## config.mk

```make
export PLATFORM = sky130hd
export DESIGN_NAME = trace_id_regs
export DESIGN_NICKNAME = d
export VERILOG_FILES = /design/src/shared/trace_id_pkg.sv /design/src/verilog/trace_id_regs.sv /design/src/verilog/id_read_port.sv
export SDC_FILE = /design/constraint.sdc
export NUM_CORES = 1
export LEC_CHECK = 0
export CAP_MARGIN = 20
export CORE_ASPECT_RATIO = 0.75
export CORE_MARGIN = 10
export CORE_UTILIZATION = 50
export DETAILED_ROUTE_END_ITERATION = 10
export DONT_BUFFER_PORTS = 1
export SYNTH_ARGS = -nofsm -noshare
export SYNTH_HDL_FRONTEND = slang
export SYNTH_HIERARCHICAL = 1
export SYNTH_SLANG_ARGS = --single-unit
```

## constraint.sdc

```tcl
create_clock -name core_clk_in -period 1.5 [get_ports core_clk_in]
set_clock_uncertainty 0.1 [all_clocks]
set_input_delay 0.15 -clock core_clk_in [delete_from_list [all_inputs] [get_ports core_clk_in]]
set_output_delay 0.15 -clock core_clk_in [all_outputs]
set_load 0.01 [all_outputs]
```

## src/shared/trace_id_pkg.sv

```systemverilog
// constants for the trace-port identification and capability registers
package trace_id_pkg;

   // register port geometry
   localparam int ADDR_W = 12;
   localparam int DATA_W = 32;

   // byte offsets of the mapped words
   localparam logic [11:0] PERM_HOLD_OFF   = 12'hF80;
   localparam logic [11:0] PERM_STATUS_OFF = 12'hFB8;
   localparam logic [11:0] ARCH_ID_OFF     = 12'hFBC;
   localparam logic [11:0] DEV_CAP_OFF     = 12'hFC8;
   localparam logic [11:0] DEV_CLASS_OFF   = 12'hFCC;
   localparam logic [11:0] PID4_OFF        = 12'hFD0;
   localparam logic [11:0] PID5_OFF        = 12'hFD4;
   localparam logic [11:0] PID6_OFF        = 12'hFD8;
   localparam logic [11:0] PID7_OFF        = 12'hFDC;
   localparam logic [11:0] PID0_OFF        = 12'hFE0;
   localparam logic [11:0] PID1_OFF        = 12'hFE4;
   localparam logic [11:0] PID2_OFF        = 12'hFE8;

   // debug-permission field layout: three two-bit fields
   localparam int PERM_FIELDS = 3;
   localparam int PERM_W      = 2;
   localparam int NS_INV_LSB    = 0;   // nonsecure_invasive_perm
   localparam int NS_NONINV_LSB = 2;   // nonsecure_noninvasive_perm
   localparam int SEC_INV_LSB   = 4;   // secure_invasive_perm

   // debug-permission field codes
   localparam logic [1:0] PERM_ABSENT   = 2'h0;
   localparam logic [1:0] PERM_RESERVED = 2'h1;
   localparam logic [1:0] PERM_DISABLED = 2'h2;
   localparam logic [1:0] PERM_ENABLED  = 2'h3;
   localparam logic [5:0] PERM_RESET    = 6'h00;

   // capability word fields
   localparam int MUX_KIND_LSB      = 0;
   localparam int MUX_KIND_MSB      = 4;
   localparam int CLOCK_REL_BIT     = 5;
   localparam int DEPTH_LSB         = 6;
   localparam int DEPTH_MSB         = 8;
   localparam int CLK_DATA_BIT      = 9;
   localparam int SER_MAN_BIT       = 10;
   localparam int SER_NRZ_BIT       = 11;
   localparam int CAPTURE_CTRL_BIT  = 16;
   localparam logic [4:0] MUX_KIND_VAL  = 5'h00;
   localparam logic       CLOCK_REL_VAL = 1'h1;
   localparam logic [2:0] DEPTH_VAL     = 3'h0;
   localparam logic       CLK_DATA_VAL  = 1'h0;
   localparam logic       SER_MAN_VAL   = 1'h0;
   localparam logic       SER_NRZ_VAL   = 1'h0;
   localparam logic       CAPTURE_VAL   = 1'h0;

   // fixed word values
   localparam logic [31:0] ARCH_ID_VAL   = 32'h00000000;
   localparam logic [31:0] DEV_CAP_VAL   = 32'h00000020;
   localparam logic [31:0] DEV_CLASS_VAL = 32'h00000011;
   localparam logic [31:0] ZERO_WORD     = 32'h00000000;

   // identification word layout
   localparam logic [3:0] ID_SIZE_VAL = 4'h0;  // unknown 4KB block count
   localparam logic       ID_JEDEC    = 1'h1;  // jedec-assigned code used
   localparam logic [23:0] ID_PAD     = 24'h000000;

endpackage

```

## src/verilog/trace_id_regs.sv

```systemverilog
// identification and capability register bank of the trace-port sink
//
// Contract
// three two-bit permission fields, codes 0,1,2,3
// architecture word reads all zero
// capability word is read-only 0x00000020
// clock-relationship bit reads one, asynchronous
// input multiplexing field reads zero
// buffer depth field reads zero, hidden
// both serial output support bits read zero
// capture-control support bit, value resolved
// clock-plus-data support bit reads zero
// device class reads 0x00000011
// identification size field reads zero
// id bits 31..8 zero, ids 5-7 zero
// 12-bit part number across ids 0,1
// designer code across ids 4,1,2
// writes to read-only words ignored
//
// Decided for this implementation: strobed register access.
`timescale 1ns/1ns
`default_nettype none

module trace_id_regs #(
   parameter logic [2:0]  PERM_IMPL = 3'h7,   // fields wired to a source
   parameter logic [11:0] PART_NUM  = 12'h123, // arbitrary value
   parameter logic [6:0]  DESIGNER  = 7'h25,   // arbitrary value
   parameter logic [3:0]  CONTIN    = 4'h3,    // arbitrary value
   parameter logic [3:0]  REVISION  = 4'h2     // arbitrary value
) (
   input  wire logic        core_clk_in,     // block clock, 10 MHz
   input  wire logic        nrst_in,         // async reset, active low
   input  wire logic [11:0] addr_in,         // byte address
   input  wire logic [31:0] wdata_in,        // write data
   input  wire logic        wr_in,           // write strobe
   input  wire logic        rd_in,           // read strobe
   input  wire logic [2:0]  perm_enable_in,  // permission enables
   output logic [31:0]      rdata_out        // read data, next cycle
);

   ////////////////////////////////////////////////////////////////////////
   // state

   // all state of this module
   typedef struct packed {
      logic [5:0] perm;  // permission snapshot
      logic       hold;  // freeze the snapshot
   } regs_t;

   regs_t       st_q;       // registered state
   regs_t       st_d;       // next state
   logic [5:0]  perm_live;  // permission codes from the enables
   logic [31:0] cap_word;   // capability word from its fields
   logic [31:0] live_word;  // word handed to the read port
   logic        live_sel;   // address is not a table word

   ////////////////////////////////////////////////////////////////////////
   // permission codes

   // one two-bit field per enable; an unwired field reports absent,
   // so software never sees the reserved code
   for (genvar i = 0; i < trace_id_pkg::PERM_FIELDS; i++) begin : g_perm
      always_comb begin
         if (!PERM_IMPL[i]) begin
            perm_live[2*i +: 2] = trace_id_pkg::PERM_ABSENT;
         end else if (perm_enable_in[i]) begin
            perm_live[2*i +: 2] = trace_id_pkg::PERM_ENABLED;
         end else begin
            perm_live[2*i +: 2] = trace_id_pkg::PERM_DISABLED;
         end
      end
   end

   ////////////////////////////////////////////////////////////////////////
   // capability word

   // built from its fields so each one is visible on its own
   always_comb begin
      cap_word = trace_id_pkg::ZERO_WORD;
      cap_word[trace_id_pkg::MUX_KIND_MSB:trace_id_pkg::MUX_KIND_LSB] =
         trace_id_pkg::MUX_KIND_VAL;
      cap_word[trace_id_pkg::CLOCK_REL_BIT] =
         trace_id_pkg::CLOCK_REL_VAL;
      cap_word[trace_id_pkg::DEPTH_MSB:trace_id_pkg::DEPTH_LSB] =
         trace_id_pkg::DEPTH_VAL;
      // the support claim is overruled by the printed value
      cap_word[trace_id_pkg::CLK_DATA_BIT] =
         trace_id_pkg::CLK_DATA_VAL;
      cap_word[trace_id_pkg::SER_MAN_BIT] =
         trace_id_pkg::SER_MAN_VAL;
      cap_word[trace_id_pkg::SER_NRZ_BIT] =
         trace_id_pkg::SER_NRZ_VAL;
      // kept at zero so the whole word matches its reset value
      cap_word[trace_id_pkg::CAPTURE_CTRL_BIT] =
         trace_id_pkg::CAPTURE_VAL;
   end

   ////////////////////////////////////////////////////////////////////////
   // read decode for words not held in the table

   // table words go to the read port; everything else is chosen here
   always_comb begin
      live_sel  = 1'b1;
      live_word = trace_id_pkg::ZERO_WORD;
      unique case (addr_in)
         // hold control reads back
         trace_id_pkg::PERM_HOLD_OFF: begin
            live_word[0] = st_q.hold;
         end
         // permission snapshot in the low six bits
         trace_id_pkg::PERM_STATUS_OFF: begin
            live_word[5:0] = st_q.perm;
         end
         // no architecture identification given
         trace_id_pkg::ARCH_ID_OFF: begin
            live_word = trace_id_pkg::ARCH_ID_VAL;
         end
         // capability word
         trace_id_pkg::DEV_CAP_OFF: begin
            live_word = cap_word;
         end
         // trace sink, trace port
         trace_id_pkg::DEV_CLASS_OFF: begin
            live_word = trace_id_pkg::DEV_CLASS_VAL;
         end
         // identification words come from the table
         trace_id_pkg::PID4_OFF, trace_id_pkg::PID5_OFF,
         trace_id_pkg::PID6_OFF, trace_id_pkg::PID7_OFF,
         trace_id_pkg::PID0_OFF, trace_id_pkg::PID1_OFF,
         trace_id_pkg::PID2_OFF: begin
            live_sel = 1'b0;
         end
         // unmapped: reads zero
         default: begin
            live_word = trace_id_pkg::ZERO_WORD;
         end
      endcase
   end

   ////////////////////////////////////////////////////////////////////////
   // next state

   // only the hold control takes writes; every other word drops them
   always_comb begin
      st_d = st_q;
      if (!st_q.hold) begin
         st_d.perm = perm_live;
      end
      if (wr_in && (addr_in == trace_id_pkg::PERM_HOLD_OFF)) begin
         st_d.hold = wdata_in[0];
      end
      // writes elsewhere leave all state alone
   end

   // state register
   always_ff @(posedge core_clk_in or negedge nrst_in) begin
      if (!nrst_in) begin
         st_q.perm <= trace_id_pkg::PERM_RESET;
         st_q.hold <= 1'b0;
      end else begin
         st_q <= st_d;
      end
   end

   ////////////////////////////////////////////////////////////////////////
   // read port with the identification table

   // the read data register lives in the read port
   id_read_port #(
      .PART_NUM (PART_NUM),
      .DESIGNER (DESIGNER),
      .CONTIN   (CONTIN),
      .REVISION (REVISION)
   ) u_read_port (
      .core_clk_in  (core_clk_in),
      .nrst_in      (nrst_in),
      .addr_in      (addr_in),
      .rd_in        (rd_in),
      .live_sel_in  (live_sel),
      .live_word_in (live_word),
      .rdata_out    (rdata_out)
   );

   // read strobes at each offset
   logic rd_perm;   // read of permission status
   logic rd_arch;   // read of architecture word
   logic rd_cap;    // read of capability word
   logic rd_class;  // read of class word
   logic rd_pid4;   // read of id 4
   logic rd_pid0;   // read of id 0
   logic rd_pid1;   // read of id 1
   logic rd_pid2;   // read of id 2
   logic rd_idres;  // read of ids 5 to 7
   assign rd_perm  = rd_in && addr_in == trace_id_pkg::PERM_STATUS_OFF;
   assign rd_arch  = rd_in && addr_in == trace_id_pkg::ARCH_ID_OFF;
   assign rd_cap   = rd_in && addr_in == trace_id_pkg::DEV_CAP_OFF;
   assign rd_class = rd_in && addr_in == trace_id_pkg::DEV_CLASS_OFF;
   assign rd_pid4  = rd_in && addr_in == trace_id_pkg::PID4_OFF;
   assign rd_pid0  = rd_in && addr_in == trace_id_pkg::PID0_OFF;
   assign rd_pid1  = rd_in && addr_in == trace_id_pkg::PID1_OFF;
   assign rd_pid2  = rd_in && addr_in == trace_id_pkg::PID2_OFF;
   assign rd_idres = rd_in && (addr_in == trace_id_pkg::PID5_OFF ||
                               addr_in == trace_id_pkg::PID6_OFF ||
                               addr_in == trace_id_pkg::PID7_OFF);
endmodule

`default_nettype wire

```

## src/verilog/id_read_port.sv

```systemverilog
// read-data register and identification word table of the trace-port block
`timescale 1ns/1ns
`default_nettype none

module id_read_port #(
   parameter logic [11:0] PART_NUM = 12'h123, // arbitrary value
   parameter logic [6:0]  DESIGNER = 7'h25,   // arbitrary value
   parameter logic [3:0]  CONTIN   = 4'h3,    // arbitrary value
   parameter logic [3:0]  REVISION = 4'h2     // arbitrary value
) (
   input  wire logic        core_clk_in,  // block clock
   input  wire logic        nrst_in,      // async reset, active low
   input  wire logic [11:0] addr_in,      // byte address of the read
   input  wire logic        rd_in,        // read strobe
   input  wire logic        live_sel_in,  // word comes from live_word_in
   input  wire logic [31:0] live_word_in, // non-table word for this read
   output logic [31:0]      rdata_out     // read data, one cycle later
);

   // all state of this module
   typedef struct packed {
      logic [31:0] rdata;
   } port_state_t;

   port_state_t st_q;  // registered state
   port_state_t st_d;  // next state
   logic [31:0] tbl_word; // table word for addr_in

   ////////////////////////////////////////////////////////////////////////
   // identification table: upper 24 bits are always zero
   always_comb begin
      unique case (addr_in)
         trace_id_pkg::PID4_OFF:
            tbl_word = {trace_id_pkg::ID_PAD, trace_id_pkg::ID_SIZE_VAL,
                        CONTIN};
         trace_id_pkg::PID0_OFF:
            tbl_word = {trace_id_pkg::ID_PAD, PART_NUM[7:0]};
         trace_id_pkg::PID1_OFF:
            tbl_word = {trace_id_pkg::ID_PAD, DESIGNER[3:0],
                        PART_NUM[11:8]};
         trace_id_pkg::PID2_OFF:
            tbl_word = {trace_id_pkg::ID_PAD, REVISION,
                        trace_id_pkg::ID_JEDEC, DESIGNER[6:4]};
         // reserved id words and unmapped offsets read zero
         default: tbl_word = trace_id_pkg::ZERO_WORD;
      endcase
   end

   ////////////////////////////////////////////////////////////////////////
   // read data stand only in the cycle after the strobe
   always_comb begin
      st_d = st_q;
      if (!rd_in) begin
         st_d.rdata = trace_id_pkg::ZERO_WORD;
      end else if (live_sel_in) begin
         st_d.rdata = live_word_in;
      end else begin
         st_d.rdata = tbl_word;
      end
   end

   // state register
   always_ff @(posedge core_clk_in or negedge nrst_in) begin
      if (!nrst_in) begin
         st_q <= '0;
      end else begin
         st_q <= st_d;
      end
   end

   assign rdata_out = st_q.rdata;

endmodule

`default_nettype wire

```

Word level (Yosys, flattened, before mapping)
Index checks and enable logic that the tools add are counted.
Word-level totals
  flip-flop bits (word level): 39
  input bits: 51
  output and inout bits: 32
  word-level logic and storage cells: 24
Operators by class
  equality and inequality tests: 11
  muxes and demuxes: 8
  reduce and logical (&&, ||, !) cells: 2
Operator list (number)
  $eq 12x12->1 const B: 11
  $mux 32: 1
  $pmux 7 s4: 1
  $pmux 5 s3: 1
  $mux 7: 1
  $reduce_or 7->1: 1
  $mux 1: 3
  $pmux 1 s3: 1
  $logic_and 1x1->1: 1

Logic depth before layout (Yosys ltp)
  depth after elaboration: 4
  gate-level depth with buffers: 6
  mapped depth without buffers: 6

By module
Netlist, hierarchy kept.
By module, submodules not included
  id_read_port: times used 1, cells each 81, area an instance 1144.8 µm², sequential area each 800.8 µm²
  trace_id_regs: times used 1, cells each 34, area an instance 380.4 µm², sequential area each 125.1 µm²

Least setup slack after synthesis
No wires, ideal clock.
  path kind: in2reg
  start: in addr_in[0]
  end: reg u_read_port.st_q (netlist bit u_read_port/rdata_out[0])
  setup time: 0.067 ns
  arrival: 1.519 ns
  required time: 1.333 ns
  path slack: -0.185 ns
  stages on the path: 6
  buffers on the path: 0
  path through: nand4bb_1 nor2_1 o211ai_1 nand4b_2 nor4_4 a22o_1
RTL lines
  start, declared: line trace_id_regs.sv:33  | input wire logic [11:0] addr_in,
  end signal, assigned: line id_read_port.sv:67  | st_q <= st_d;
  end, declared: line id_read_port.sv:25  | port_state_t st_q;

==> summary.md <==
The flow ran to the end, and the final reports show no timing, DRC or antenna violations. The number of antenna violations at the first check in global routing is 0, and the clock-pin transition on the worst setup and hold timing paths is 0.07 ns. Of the synthesized area, sequential elements account for 60.7%. The number of failing hold endpoints at the final stage is 0, and the wire length of the first global-routing pass is 5.26 mm.

The sum of overflow across all layers after global routing was 0; the number of nets in the finished design was 206. Kind of path behind the tightest hold check: in -> reg. Setup repair after global routing left no endpoint under its margin. The worst path needs 1.28 ns of the cycle, external delays included. The total global-route track usage came out at 11.8%. The run gives 0 as the final max-slew violation count. The slowest stage of the critical path belongs to the cell nor4_4.

The first detailed-routing pass ran for 4 iterations. Pin placement for this block handled 83 I/O pins. Cells with a size suffix above 1 make up 20.5% of the layout. The HPWL after detailed placement is 2.31 mm. The number of setup buffers added after CTS is 0. The run gives 64.4% as the post-layout utilization of the core.

The number of enable flip-flop cells after synthesis came out at 0. The non-filler instance count after layout was 194. The number of sinks driven by the clock tree was 37; the number of maximum-capacitance violations was 0. The remaining number of nets flagged by the antenna check after routing was 0. The worst path uses 85.1% of the clock period. Critical path class: in -> reg.

The area growth from synthesis to layout is 24.0%. The synthesized flop and latch total is 37. The wire length per cell after detailed routing is 16.7 um, and the final setup violation count is 0.

The worst-case IR drop observed on VDD is 730 uV. The post-detailed-route DRC marker count is 0, and the maximum fanout encountered on the critical timing path is 6. Once placement completed, the tool counted placed cells totaling 177.

For this design the ratio of total power to cell area is 1020 nW/um2. The tools report the data arrival at the endpoint of the critical path as 1.40 ns. The minimum setup slack among reg-to-reg paths is 0.23 ns. For this configuration, the core starts out at a cell density of 52.0%.

Summed over all layers, the routed wires come to 3.23 mm. The top cell type by area accounts for 60.7% of the synthesized area. For the worst setup path, the data required time is 1.63 ns. Walking the worst path, the cells encountered are nand4bb_1 -> nor2_2 -> o211ai_1 -> nand4b_4 -> nor4_4 -> buf_4 -> a22o_1.

The core region is 2940 um2. The run gives 2 as the deepest level of the CTS H-tree. The row count was 17. The total of buffers placed on input and output ports is 0.

STA classifies the critical path startpoint as an input pin. The number of unique standard cell types used by synthesis came out at 33. At the end of routability-driven placement, the weighted congestion stood at 0.759. The aggregate negative setup slack is 0 ns. The number of clock buffers added by TritonCTS is 5.

The via count of the first global-routing pass is 1039, and the post-synthesis instance area is 1530 um2. Die width: 83.8 um. Static timing analysis puts the maximum clock frequency at 784 MHz.

During synthesis, Yosys emitted a total of 6 warnings. Area enclosed by the die boundary: 5680 um2. The latest clock arrival within the worst-skew pair was 0.28 ns; the total via count in the routed design was 999. Most used flip-flop cell after synthesis: dfrtp_1. In this run the deepest clock path goes through 2 buffers. On the worst path, the slowest cell contributes a delay of 0.28 ns. Of all flip-flops after synthesis, the portion carrying an async set or reset was 100%. The mean instance size in the synthesized netlist is 13.3 um2. In this run the static leakage power is 0.963 nW. The cell count after synthesis came out at 115. Hold timing on the final database bottoms out at a slack of 0.0118 ns. Yosys attributes the largest share of cell area to dfrtp_1 (61%), and3_1 (9.4%), a22o_1 (3.4%), and3_2 (3.0%), mux2_2 (2.2%). Dividing the detail-routed via count by the number of cells gives 5.15. CTS placed an instance of clkbuf_8 at the clock tree root. The diode insertion count for antenna repair came out at 0. The tools report the endpoint kind of the worst setup timing path as a register. Maximum number of pins on one net before global-route repair: 38.

The library cell occupying the most area in the post-synthesis netlist is dfrtp_1. The detailed router's first-iteration violation count was 95; the overall die height was 67.8 um. TritonCTS built the clock tree.
## cell families after synthesis
| kind of cell | count (synthesis) | synth area share (%) |
|---|---|---|
| simple gates | 54 | 27.7 |
| flops | 37 | 60.7 |
| compound gates | 13 | 6.64 |
| buf+inv | 6 | 1.48 |
| mux | 4 | 3.20 |
| other cells | 1 | 0.246 |
## cell usage in the layout, fill, tap and decap left out, drive strengths merged, types with 2 or more instances in the layout
cell type / instances
dlygate4sd3: 8
buf: 5
nor2: 3
mux2: 4
or3b: 2
clkbuf: 7
and4: 3
nor4bb: 2
dfrtp: 37
nand2b: 2
conb: 26
nor3b: 2
a22o: 6
and3: 29
a21oi: 3
## flip-flops by register name (all words and copies together), names as in the netlist
register               flops
u_read_port/rdata_out     32
st_q                       5
## routing by layer
metal	vias to the layer above	track usage, %	wire (um)
li1	481	-	-
met1	483	12.9	1310
met2	29	18.3	1560
met3	6	7.83	307
met4	0	4.38	48
met5	-	0	0
## worst max-delay path: cells and delay by family
family / cells / cell delay [ns]
and+or+nand+nor: 4 / 0.81
AOI/OAI and AO/OA: 2 / 0.26
buffers and inverters: 1 / 0.18
## repair_timing
action | 4_1_cts | 5_1_grt
hold endpoints to repair | 46 | 0
hold buffers | 9 | 0
gates resized for setup | 0 | 0
## path summary, 6_finish.rpt
path / from / end / cells past startpoint
worst max register to register: st_q[1] / u_read_port/rdata_out[0] / 3
worst max-delay path: addr_in[0] / u_read_port/rdata_out[6] / 7
worst min-delay path: addr_in[3] / u_read_port/rdata_out[4] / 2
worst min register to register: st_q[4] / st_q[4] / 1
max in group asynchronous: nrst_in / u_read_port/rdata_out[12] / 2
min in group asynchronous: nrst_in / u_read_port/rdata_out[4] / 2
## Yosys cell counts (all sizes together), types with 2 or more instances
| library cell | count |
|---|---|
| a21oi | 3 |
| a22o | 6 |
| dfrtp | 37 |
| nand2b | 2 |
| or3b | 2 |
| nor4bb | 2 |
| and3 | 29 |
| nor2 | 3 |
| clkbuf | 5 |
| nor3b | 2 |
| mux2 | 4 |
| and4 | 3 |
## power by group
part           internal (W)  total, W  switching [W]
sequential          0.00104   0.00108      0.0000376
clock              0.000414  0.000738       0.000324
combinational     0.0000631  0.000114      0.0000509
## metrics by stage
stage | total power (W) | worst slack (ns) | area [um2]
finish | 0.00193 | 0.224 | 1890
detailed placement | 0.00116 | -0.0733 | 1690
global placement | 0.00116 | -0.0789 | 1690
CTS | 0.00196 | 0.216 | 1890
floorplan | 0.00116 | -0.137 | 1630
global route | 0.00204 | 0.0926 | 1890
## area by class of cell
cell class                      instances  area [um2]
Tap cell                               38        47.5
Inverter                                1        3.75
Fill cell                             245        1040
Clock inverter                          1        5.00
Timing Repair Buffer                   13         130
Multi-Input combinational cell         97         682
Sequential cell                        37         926
Clock buffer                            7        96.3
(Power assumes the default switching activity.)
